--- config.mk ---
export PLATFORM = sky130hd
export DESIGN_NAME = psco_core
export DESIGN_NICKNAME = d
export VERILOG_FILES = /design/src/psco_core.v
export VERILOG_INCLUDE_DIRS = /design/src
export SDC_FILE = /design/constraint.sdc
export NUM_CORES = 1
export LEC_CHECK = 0
export ABC_CLOCK_PERIOD_IN_PS = 8600
export BUFFER_PORTS_ARGS = -buffer_cell sky130_fd_sc_hd__buf_2
export CAP_MARGIN = 20
export CORE_AREA = 2 2 193 157
export CTS_CLUSTER_DIAMETER = 40
export DETAILED_ROUTE_END_ITERATION = 10
export DIE_AREA = 0 0 195 159
export PLACE_DENSITY = 0.76
export SYNTH_ARGS = -nofsm -noshare
export SYNTH_HDL_FRONTEND = slang
export SYNTH_SLANG_ARGS = --single-unit
export TNS_END_PERCENT = 1
--- constraint.sdc ---
create_clock -name i_core_clk -period 8.6 [get_ports i_core_clk]
set_input_delay 0.86 -clock i_core_clk [delete_from_list [all_inputs] [get_ports i_core_clk]]
set_output_delay 0.86 -clock i_core_clk [all_outputs]
set_load 0.02 [all_outputs]
--- src/psco_defs.vh ---
`ifndef PSCO_DEFS_VH
`define PSCO_DEFS_VH
// register offsets (word indices on i_wb_adr, one per register)
`define PSCO_ADR_CMD      4'h0
`define PSCO_ADR_OPERAND  4'h1
`define PSCO_ADR_AREG     4'h2
`define PSCO_ADR_STATUS   4'h3
`define PSCO_ADR_RESULT   4'h4
`define PSCO_ADR_CTRL     4'h5
`define PSCO_ADR_FPSR     4'h6
`define PSCO_ADR_FRAME    4'h7
// opcode patterns
`define PSCO_OP_XORSR     16'h0a7c
`define PSCO_OP_PUSH_HI   8'hf4
`define PSCO_FLINE        4'hf
`define PSCO_SUB_SAVE     3'h4
`define PSCO_SUB_REST     3'h5
// effective address modes
`define PSCO_EA_IND       3'h2
`define PSCO_EA_POSTINC   3'h3
`define PSCO_EA_PREDEC    3'h4
`define PSCO_EA_DISP      3'h5
`define PSCO_EA_INDEX     3'h6
`define PSCO_EA_EXT       3'h7
`define PSCO_EAR_ABSW     3'h0
`define PSCO_EAR_ABSL     3'h1
`define PSCO_EAR_PCD      3'h2
`define PSCO_EAR_PCX      3'h3
`define PSCO_CPID_NONE    3'h0
// cache field and scope field
`define PSCO_CACHE_NONE   2'h0
`define PSCO_CACHE_DATA   2'h1
`define PSCO_CACHE_INST   2'h2
`define PSCO_CACHE_BOTH   2'h3
`define PSCO_SCOPE_ILL    2'h0
`define PSCO_SCOPE_LINE   2'h1
`define PSCO_SCOPE_PAGE   2'h2
`define PSCO_SCOPE_ALL    2'h3
// address masks
`define PSCO_MASK_LINE    32'hfffffff0
`define PSCO_MASK_PG4K    32'hfffff000
`define PSCO_MASK_PG8K    32'hffffe000
// status word
`define PSCO_SR_MASK      16'hf71f
`define PSCO_SR_RESET     16'h2700
`define PSCO_SR_SUPV      13
// fp frame sizes (bytes)
`define PSCO_FR_NULL      8'h00
`define PSCO_FR_IDLE4     8'h04
`define PSCO_FR_IDLE28    8'h1c
`define PSCO_FR_IDLE60    8'h3c
`define PSCO_FR_UNIMPLEMENTED_FRAME     8'h30
`define PSCO_FR_BUSY96    8'h60
`define PSCO_FR_BUSY184   8'hb8
`define PSCO_FR_BUSY216   8'hd8
`define PSCO_COME_AGAIN   8'h01
`define PSCO_FP_REV       8'h41 // unit revision, value arbitrary
// result codes
`define PSCO_RES_OK       3'h0
`define PSCO_RES_PRIV     3'h1
`define PSCO_RES_FLINE    3'h2
`define PSCO_RES_ILLEGAL  3'h3
`define PSCO_RES_FORMAT   3'h4
`endif

--- src/psco_core.v ---
// The Wishbone register port and the register offsets were left to the implementer.
`timescale 1ns/10ps
`default_nettype none
`include "psco_defs.vh"
module psco_core (
  input  wire        i_core_clk,
  input  wire        i_reset,
  input  wire        i_wb_cyc,
  input  wire        i_wb_stb,
  input  wire        i_wb_we,
  input  wire [3:0]  i_wb_adr,
  input  wire [3:0]  i_wb_sel,
  input  wire [31:0] i_wb_dat,
  output reg  [31:0] o_wb_dat,
  output reg         o_wb_ack,
  input  wire        i_frame_valid,
  input  wire [15:0] i_frame_data,
  output reg         o_frame_req,
  output reg  [31:0] o_frame_addr,
  output reg         o_fp_abort,
  output reg         o_fp_reset,
  output reg         o_fp_resume,
  output reg         o_fp_idle,
  output reg         o_fp_e1_only,
  output reg         o_int_hold,
  output reg         o_cache_req,
  output reg  [1:0]  o_cache_sel,
  output reg         o_cache_push,
  output reg  [1:0]  o_cache_scope,
  output reg  [31:0] o_cache_addr,
  output reg  [31:0] o_cache_mask,
  input  wire        i_cache_done,
  output reg         o_cp_save_req,
  output reg  [2:0]  o_cp_id,
  input  wire        i_cp_done
);
  // states
  localparam ST_IDLE  = 3'd0;
  localparam ST_FMT   = 3'd1;
  localparam ST_BODY  = 3'd2;
  localparam ST_CACHE = 3'd3;
  localparam ST_CP    = 3'd4;

  reg [2:0]  state_r;       // sequencer state
  reg [15:0] opcode_r;      // command word
  reg [15:0] operand_r;     // immediate word
  reg [31:0] areg_r;        // named address register value
  reg [15:0] sr_r;          // status word
  reg [31:0] fpsr_r;        // fp status register
  reg        page8k_r;      // page size select
  reg [2:0]  result_r;      // last completion code
  reg        busy_r;        // operation in flight
  reg [7:0]  frame_size_r;  // size from format word
  reg [7:0]  frame_left_r;  // bytes still to read
  reg        frame_sync_r;  // sync stage one (read only by stage two)
  reg        frame_sync2_r; // synced frame valid
  reg        frame_seen_r;  // edge helper
  reg        cdone_s1_r;    // cache done sync
  reg        cdone_s2_r;
  reg        cpdone_s1_r;   // coprocessor done sync
  reg        cpdone_s2_r;
  reg [15:0] fdata_r;       // frame word, sampled late enough
  reg [15:0] fdata_s1_r;    // frame word, first stage

  // decoded opcode fields
  wire [2:0] ea_mode = opcode_r[5:3];
  wire [2:0] ea_reg  = opcode_r[2:0];
  wire [2:0] cp_id   = opcode_r[11:9];
  wire [1:0] cfield  = opcode_r[7:6];
  wire [1:0] sfield  = opcode_r[4:3];
  wire       supv    = sr_r[`PSCO_SR_SUPV];
  wire       is_xor  = (opcode_r == `PSCO_OP_XORSR);
  wire       is_push = (opcode_r[15:8] == `PSCO_OP_PUSH_HI) && opcode_r[5];
  wire       is_save = (opcode_r[15:12] == `PSCO_FLINE) && opcode_r[8:6] == `PSCO_SUB_SAVE;
  wire       is_rest = (opcode_r[15:12] == `PSCO_FLINE) && opcode_r[8:6] == `PSCO_SUB_REST;
  wire       frame_rise = frame_sync2_r & ~frame_seen_r;

  // save ea legality: predecrement or control alterable
  wire save_ea_ok = (ea_mode == `PSCO_EA_IND) || (ea_mode == `PSCO_EA_PREDEC) ||
                    (ea_mode == `PSCO_EA_DISP) || (ea_mode == `PSCO_EA_INDEX) ||
                    (ea_mode == `PSCO_EA_EXT && (ea_reg == `PSCO_EAR_ABSW ||
                     ea_reg == `PSCO_EAR_ABSL));
  // restore ea legality: postincrement or control, pc-relative allowed
  wire rest_ea_ok = (ea_mode == `PSCO_EA_IND) || (ea_mode == `PSCO_EA_POSTINC) ||
                    (ea_mode == `PSCO_EA_DISP) || (ea_mode == `PSCO_EA_INDEX) ||
                    (ea_mode == `PSCO_EA_EXT && (ea_reg == `PSCO_EAR_ABSW ||
                     ea_reg == `PSCO_EAR_ABSL || ea_reg == `PSCO_EAR_PCD ||
                     ea_reg == `PSCO_EAR_PCX));

  // format word: size recognised and revision matches
  wire [7:0] fw_size = fdata_r[7:0];
  wire [7:0] fw_rev  = fdata_r[15:8];
  wire size_known = (fw_size == `PSCO_FR_IDLE4)  || (fw_size == `PSCO_FR_IDLE28) ||
                    (fw_size == `PSCO_FR_IDLE60) || (fw_size == `PSCO_FR_UNIMPLEMENTED_FRAME)  ||
                    (fw_size == `PSCO_FR_BUSY96) || (fw_size == `PSCO_FR_BUSY184) ||
                    (fw_size == `PSCO_FR_BUSY216);

  // wishbone write strobe, one per accepted cycle
  wire wb_hit = i_wb_cyc & i_wb_stb & ~o_wb_ack;
  wire wb_wr  = wb_hit & i_wb_we;
  wire go     = wb_wr && i_wb_adr == `PSCO_ADR_CTRL && i_wb_dat[0] && i_wb_sel[0] && !busy_r;

  // synchronisers for far-side handshakes (they are outside our timing)
  always @(posedge i_core_clk or posedge i_reset) begin
    if (i_reset) begin
      frame_sync_r  <= 1'b0;
      frame_sync2_r <= 1'b0;
      frame_seen_r  <= 1'b0;
      cdone_s1_r    <= 1'b0;
      cdone_s2_r    <= 1'b0;
      cpdone_s1_r   <= 1'b0;
      cpdone_s2_r   <= 1'b0;
      fdata_s1_r    <= 16'h0000;
      fdata_r       <= 16'h0000;
    end else begin
      frame_sync_r  <= i_frame_valid;
      frame_sync2_r <= frame_sync_r;
      frame_seen_r  <= frame_sync2_r;
      cdone_s1_r    <= i_cache_done;
      cdone_s2_r    <= cdone_s1_r;
      cpdone_s1_r   <= i_cp_done;
      cpdone_s2_r   <= cpdone_s1_r;
      // data is held stable by the far side while valid stands
      fdata_s1_r    <= i_frame_data;
      fdata_r       <= fdata_s1_r;
    end
  end

  // wishbone slave: single-cycle ack, unmapped reads return zero
  always @(posedge i_core_clk or posedge i_reset) begin
    if (i_reset) begin
      o_wb_ack <= 1'b0;
      o_wb_dat <= 32'h00000000;
    end else begin
      o_wb_ack <= wb_hit;
      // read mux, valid with ack
      case (i_wb_adr)
        `PSCO_ADR_CMD:     o_wb_dat <= {16'h0000, opcode_r};
        `PSCO_ADR_OPERAND: o_wb_dat <= {16'h0000, operand_r};
        `PSCO_ADR_AREG:    o_wb_dat <= areg_r;
        `PSCO_ADR_STATUS:  o_wb_dat <= {16'h0000, sr_r};
        `PSCO_ADR_RESULT:  o_wb_dat <= {24'h000000, frame_size_r[4:0], result_r} & 32'h000000ff
                                       | {15'h0000, busy_r, 16'h0000};
        `PSCO_ADR_CTRL:    o_wb_dat <= {30'h00000000, page8k_r, busy_r};
        `PSCO_ADR_FPSR:    o_wb_dat <= fpsr_r;
        `PSCO_ADR_FRAME:   o_wb_dat <= {24'h000000, frame_size_r};
        default:           o_wb_dat <= 32'h00000000;
      endcase
    end
  end

  // main sequencer and register writes
  always @(posedge i_core_clk or posedge i_reset) begin
    if (i_reset) begin
      state_r      <= ST_IDLE;
      opcode_r     <= 16'h0000;
      operand_r    <= 16'h0000;
      areg_r       <= 32'h00000000;
      sr_r         <= `PSCO_SR_RESET;
      fpsr_r       <= 32'h00000000;
      page8k_r     <= 1'b0;
      result_r     <= `PSCO_RES_OK;
      busy_r       <= 1'b0;
      frame_size_r <= 8'h00;
      frame_left_r <= 8'h00;

      o_frame_req  <= 1'b0;
      o_frame_addr <= 32'h00000000;
      o_fp_abort   <= 1'b0;
      o_fp_reset   <= 1'b0;
      o_fp_resume  <= 1'b0;
      o_fp_idle    <= 1'b0;
      o_fp_e1_only <= 1'b0;
      o_int_hold   <= 1'b0;
      o_cache_req  <= 1'b0;
      o_cache_sel  <= 2'h0;
      o_cache_push <= 1'b0;
      o_cache_scope<= 2'h0;
      o_cache_addr <= 32'h00000000;
      o_cache_mask <= 32'h00000000;

      o_cp_save_req<= 1'b0;
      o_cp_id      <= 3'h0;
    end else begin
      // one-cycle pulses default low
      o_fp_abort   <= 1'b0;
      o_fp_reset   <= 1'b0;
      o_fp_resume  <= 1'b0;
      o_fp_idle    <= 1'b0;
      o_fp_e1_only <= 1'b0;

      // software register writes while idle
      if (wb_wr && !busy_r) begin
        case (i_wb_adr)
          `PSCO_ADR_CMD:     opcode_r  <= i_wb_dat[15:0];
          `PSCO_ADR_OPERAND: operand_r <= i_wb_dat[15:0];
          `PSCO_ADR_AREG:    areg_r    <= i_wb_dat;
          `PSCO_ADR_STATUS:  sr_r      <= i_wb_dat[15:0] & `PSCO_SR_MASK;
          `PSCO_ADR_CTRL:    page8k_r  <= i_wb_dat[1];
          `PSCO_ADR_FPSR:    fpsr_r    <= i_wb_dat;
          default: ;
        endcase
      end

      // operation sequencer
      case (state_r)
        ST_IDLE: begin
          // decode waits for go
          if (go) begin
            busy_r   <= 1'b1;
            result_r <= `PSCO_RES_OK;
            if (!supv && (is_xor || is_push || is_save || is_rest)) begin
              result_r <= `PSCO_RES_PRIV;
              busy_r   <= 1'b0;
            end else if (is_xor) begin
              // every implemented bit, flags toggle where immediate is one
              sr_r   <= (sr_r ^ operand_r) & `PSCO_SR_MASK;
              busy_r <= 1'b0;

            end else if (is_push) begin
              // page size taken from the go write
              if (sfield == `PSCO_SCOPE_ILL) begin
                result_r <= `PSCO_RES_ILLEGAL;
                busy_r   <= 1'b0;
              end else if (cfield == `PSCO_CACHE_NONE) begin
                busy_r <= 1'b0;
              end else begin
                o_cache_req   <= 1'b1;
                o_cache_sel   <= cfield;
                // only data lines are written back before invalidation
                o_cache_push  <= cfield[0];
                o_cache_scope <= sfield;
                case (sfield)
                  `PSCO_SCOPE_LINE: o_cache_mask <= `PSCO_MASK_LINE;
                  `PSCO_SCOPE_PAGE: o_cache_mask <= i_wb_dat[1] ? `PSCO_MASK_PG8K
                                                                : `PSCO_MASK_PG4K;
                  default:          o_cache_mask <= 32'h00000000;
                endcase
                o_cache_addr <= areg_r;
                state_r      <= ST_CACHE;
              end

            end else if (is_save) begin
              // id zero traps first
              if (cp_id == `PSCO_CPID_NONE) begin
                result_r <= `PSCO_RES_FLINE;
                busy_r   <= 1'b0;
              end else if (!save_ea_ok) begin
                result_r <= `PSCO_RES_ILLEGAL;
                busy_r   <= 1'b0;
              end else begin
                o_cp_save_req <= 1'b1;
                o_cp_id       <= cp_id;
                state_r       <= ST_CP;
              end

            end else if (is_rest) begin
              // modes, then frame fetch
              if (!rest_ea_ok) begin
                result_r <= `PSCO_RES_ILLEGAL;
                busy_r   <= 1'b0;
              end else begin
                o_fp_abort   <= 1'b1;
                o_frame_req  <= 1'b1;
                o_frame_addr <= areg_r;
                state_r      <= ST_FMT;
              end
            end else begin
              // unknown opcode traps
              result_r <= `PSCO_RES_ILLEGAL;
              busy_r   <= 1'b0;
            end
          end
        end

        ST_FMT: begin
          // first word at the effective address is the format word
          if (frame_rise) begin
            o_frame_req <= 1'b0;
            if (fw_size == `PSCO_COME_AGAIN) begin
              // repeat the request; interrupts must wait meanwhile
              o_int_hold  <= 1'b1;
              o_frame_req <= 1'b1;
            end else if (fdata_r == 16'h0000) begin
              // null frame behaves as a unit hardware reset
              o_int_hold   <= 1'b0;
              o_fp_reset   <= 1'b1;
              fpsr_r       <= 32'h00000000;
              frame_size_r <= `PSCO_FR_NULL;
              busy_r       <= 1'b0;
              state_r      <= ST_IDLE;
            end else if (!size_known || fw_rev != `PSCO_FP_REV) begin
              o_int_hold <= 1'b0;
              result_r   <= `PSCO_RES_FORMAT;
              busy_r     <= 1'b0;
              state_r    <= ST_IDLE;
            end else begin
              o_int_hold   <= 1'b0;
              frame_size_r <= fw_size;
              // format word itself already consumed two of the bytes
              frame_left_r <= fw_size - 8'h02;
              o_frame_addr <= o_frame_addr + 32'h00000002;
              o_frame_req  <= 1'b1;
              state_r      <= ST_BODY;
            end
          end
        end

        ST_BODY: begin
          // body words fetched upward; fp status left as it was
          if (frame_rise) begin
            if (frame_left_r <= 8'h02) begin
              o_frame_req <= 1'b0;
              busy_r      <= 1'b0;
              state_r     <= ST_IDLE;
              // closing pulse by frame kind
              case (frame_size_r)
                `PSCO_FR_IDLE4, `PSCO_FR_IDLE28, `PSCO_FR_IDLE60:
                  o_fp_idle <= 1'b1;
                `PSCO_FR_UNIMPLEMENTED_FRAME:
                  o_fp_e1_only <= 1'b1;
                default:
                  o_fp_resume <= 1'b1;
              endcase
            end else begin
              frame_left_r <= frame_left_r - 8'h02;
              o_frame_addr <= o_frame_addr + 32'h00000002;
            end
          end
        end

        ST_CACHE: begin
          // level held until done
          if (cdone_s2_r) begin
            o_cache_req <= 1'b0;
            busy_r      <= 1'b0;
            state_r     <= ST_IDLE;
          end
        end

        ST_CP: begin
          // level held until done
          if (cpdone_s2_r) begin
            o_cp_save_req <= 1'b0;
            busy_r        <= 1'b0;
            state_r       <= ST_IDLE;
          end
        end

        default: state_r <= ST_IDLE;
      endcase
    end
  end
endmodule
`default_nettype wire

==> run_results.csv <==
group,metric,value,unit
synthesis,yosysMostFrequentCell,"dfrtp_1",
place,gp_congestion,0.8933,
worst_setup_path,end_kind,"register",
power_and_ir_drop,p_leak,7.638,nW
sta,setup_viol,0,
cts,cts_buffers,40,
worst_setup_path,crit_type,"reg2reg",
cts,cts-root-buf,"clkbuf_16",
synthesis,ys_top_cells_by_count,"287 x dfrtp_1, 145 x nand2_1, 109 x mux2_2, 87 x a21oi_1, 55 x o21ai_0",
grt,grt_use_met1,34.57,%
synthesis,ys_ff_latch,291,
die,start_util,45.38,%
routing,drtAntennaViolNets,0,
synthesis,synthTopCellsByArea,"dfrtp_1 55%, mux2_2 9.3%, nand2_1 4.1%",
cts,postCtsSetupBuffers,0,
place,dp_hpwl,25.09,mm
die,die_x,195,microns
power_and_ir_drop,p_seq_share,44.9,%
power_and_ir_drop,power.density,218.0,mW/mm^2
sta,fin_crit,3.346,ns
worst_setup_path,critPathLaunchType,"register",
synthesis,netlist_area,0.01316,sq mm
min_path,hp-class,"reg2reg",
synthesis,synth_edf_count,0,
cts,post_cts_resized,0,
job,max_cap_viol_count,0,
sta,slew_violations,0,
die,core_area,0.02901,sq mm
sta,finalHoldViolCount,0,
routing,route.detailed.drc,0,
layout,multi_input_area,0.005310,sq mm
routing,firstDrtPassIters,7,
layout,drive_gt1_share,29.68,%
power_and_ir_drop,p_int,2.590,mW
grt,antenna_found_initial,4,
routing,via_count,10481,
sta,finClkSkew,0.03327,ns
sta,finalCritPeriodShare,38.90,%
synthesis,ys_seq_area_share,55.36,%
synthesis,synth_cell_types,77,
layout,fillers,2512,
layout,nets,1447,
die,die_h,159,microns
cts,clockBufferDepth,3,
sta,fmax,298.9,MHz
power_and_ir_drop,ir_drop,0.1440,mV
routing,finalWirelength,36.68,mm
routing,drt_iter0_drc,975,
grt,globalRouteMet3Util,6.037,%
place,place_area,0.01429,sq mm
synthesis,post_synth.cell_area_avg,10.84,sq um
cts,htreeDepth,2,
layout,post-route-cell-area,0.01571,sq mm
grt,gr-total-overflow,0,
routing,wl_per_cell,20.56,microns
place,io_buffers,202,
grt,grtUsageTotal,23.30,%
synthesis,ys.warnings.count,0,
worst_setup_path,reg2reg_slack,5.25,ns
layout,regArea,0.007287,sq mm
synthesis,synth_ff_type,"dfrtp_1",
cts,cts_sinks,291,
synthesis,syn-instance-count,1214,
synthesis,postSynth.asyncResetShare,100.0,%
synthesis,synth_top_area_share,54.56,%
grt,top_usage_layer,"met1",
layout,syn_to_final_growth,19.34,%
die,die_area,0.03101,sq mm
sta,worstMarginPinSlew,1.108,ns
die,io_pins,210,
grt,grt_pass1_vias,9952,
routing,viasPerCell,5.875,
run_status,status,"complete, no violations",
die,num_rows,56,
worst_setup_path,worstPathArrival,3.76,ns
cts,clkLatencyLatePin,0.53,ns
power_and_ir_drop,p_sw_share,24.38,%
grt,grt_use_met2,33.62,%
sta,fin_tns_setup,0,ns
sta,slew_headroom,26.14,%
power_and_ir_drop,power.switching,0.8351,mW
cts,holdBufCountCts,0,
synthesis,yosysTopAreaCell,"dfrtp_1",
sta,rsz0062_at_grt,"false",
grt,grt_pass1_wl,57.12,mm
worst_setup_path,worstPathMaxFanout,21,
worst_setup_path,required,9.01,ns
grt,grt_start_max_net_pins,144,
cts,cts_tree,"built",
power_and_ir_drop,p_clk_share,48.9,%
power_and_ir_drop,comb_power_share,6.2,%
cts,clkSlewWorstSetupHoldPaths,0.06,ns
## stage by stage
step           setup slack, ns  util (%)  std cells  power [mW]  hold slack (ns)
6_report                 5.254     54.15       1784       3.425           0.3392
5_1_grt                  5.028     54.14       1782       3.538           0.3471
3_3_place_gp             4.954     49.25       1708       1.756           0.3354
4_1_cts                  5.142     53.99       1780       3.436           0.3408
2_1_floorplan            3.882         -       1217       1.668           0.3312
3_5_place_dp             4.866     49.25       1708       1.767           0.3347
## power by group through the flow
stage | Sequential, mW | Clock [mW] | Combinational [mW]
detailed placement | 1.56 | 0 | 0.210
CTS | 1.53 | 1.69 | 0.212
floorplan | 1.52 | 0 | 0.144
global route | 1.55 | 1.75 | 0.238
global placement | 1.55 | 0 | 0.204
finish | 1.54 | 1.67 | 0.214
## critical path: stages (launching register included)
cell	delay [ns]
dfrtp_1	0.58
inv_1	0.24
ha_1	0.26
a221oi_1	0.45
nor2_1	0.19
a41oi_2	0.95
nor2_1	0.07
buf_4	0.26
a22o_1	0.22
## logic make-up after synthesis
kind of cell             after synthesis  synth area share (%)
AO/OA/AOI/OAI                        285                 14.09
XOR/XNOR                               6                0.3993
adder cells (fa/ha/maj)                8                0.7605
buffers and inverters                125                 4.658
flip-flops                           291                 55.36
multiplexers                         119                 10.11
other                                  1               0.02849
AND/OR/NAND/NOR                      379                 14.59
## path summary, 6_finish.rpt
check                                   start          endpoint  depth (start not counted)
max in group asynchronous             i_reset        areg_r[28]                          4
min in group asynchronous             i_reset  o_cache_mask[11]                          3
worst min register to register  fdata_s1_r[4]        fdata_r[4]                          0
worst max register to register    opcode_r[3]  o_frame_addr[18]                          8
worst min-delay path            fdata_s1_r[4]        fdata_r[4]                          0
worst max-delay path              opcode_r[3]  o_frame_addr[18]                          8
## routing by layer
layer / part of all wire (%) / vias to the layer above
met5: 0.057 / -
met4: 2.7 / 4
met3: 9.3 / 84
met2: 43 / 471
met1: 45 / 5217
li1: - / 4705
## cell type report
class	instances	share of cell area, %
clock buffer	55	7.447
timing repair buffer	218	7.455
multi-input combinational	801	33.80
antenna	2	0.03186
tap	377	3.003
inverter	23	0.5735
sequential	291	46.39
clock inverter	17	1.298
## placed cells by master, fill, tap and decap left out, types with 9 or more instances in the layout
master     count
nand3_1       36
nor2_1        45
dfrtp_1      287
nand2b_1      18
mux2_2       109
o21ai_0       55
a22oi_1       30
o22ai_1       13
nand4_1       17
nand2_1      145
a31oi_1       19
buf_4         13
and3_1        16
buf_2        202
a21oi_1       86
nor3b_1        9
inv_1         22
clkbuf_16     42
nor3_1        32
a2bb2oi_1     11
a22o_1        20
## sequential cells by signal, indices dropped and copies added (netlist names), 2 cells and up
name and cells:
o_frame_addr 32, areg_r 32, o_cache_addr 32, o_wb_dat 32
sr_r 16, o_cp_id 3, o_cache_mask 3, fdata_r 16
state_r 3, o_cache_sel 2, operand_r 16, result_r 3
fdata_s1_r 16, fpsr_r 32, opcode_r 16, o_cache_scope 2
frame_left_r 8, frame_size_r 8
(Power assumes the default switching activity.)
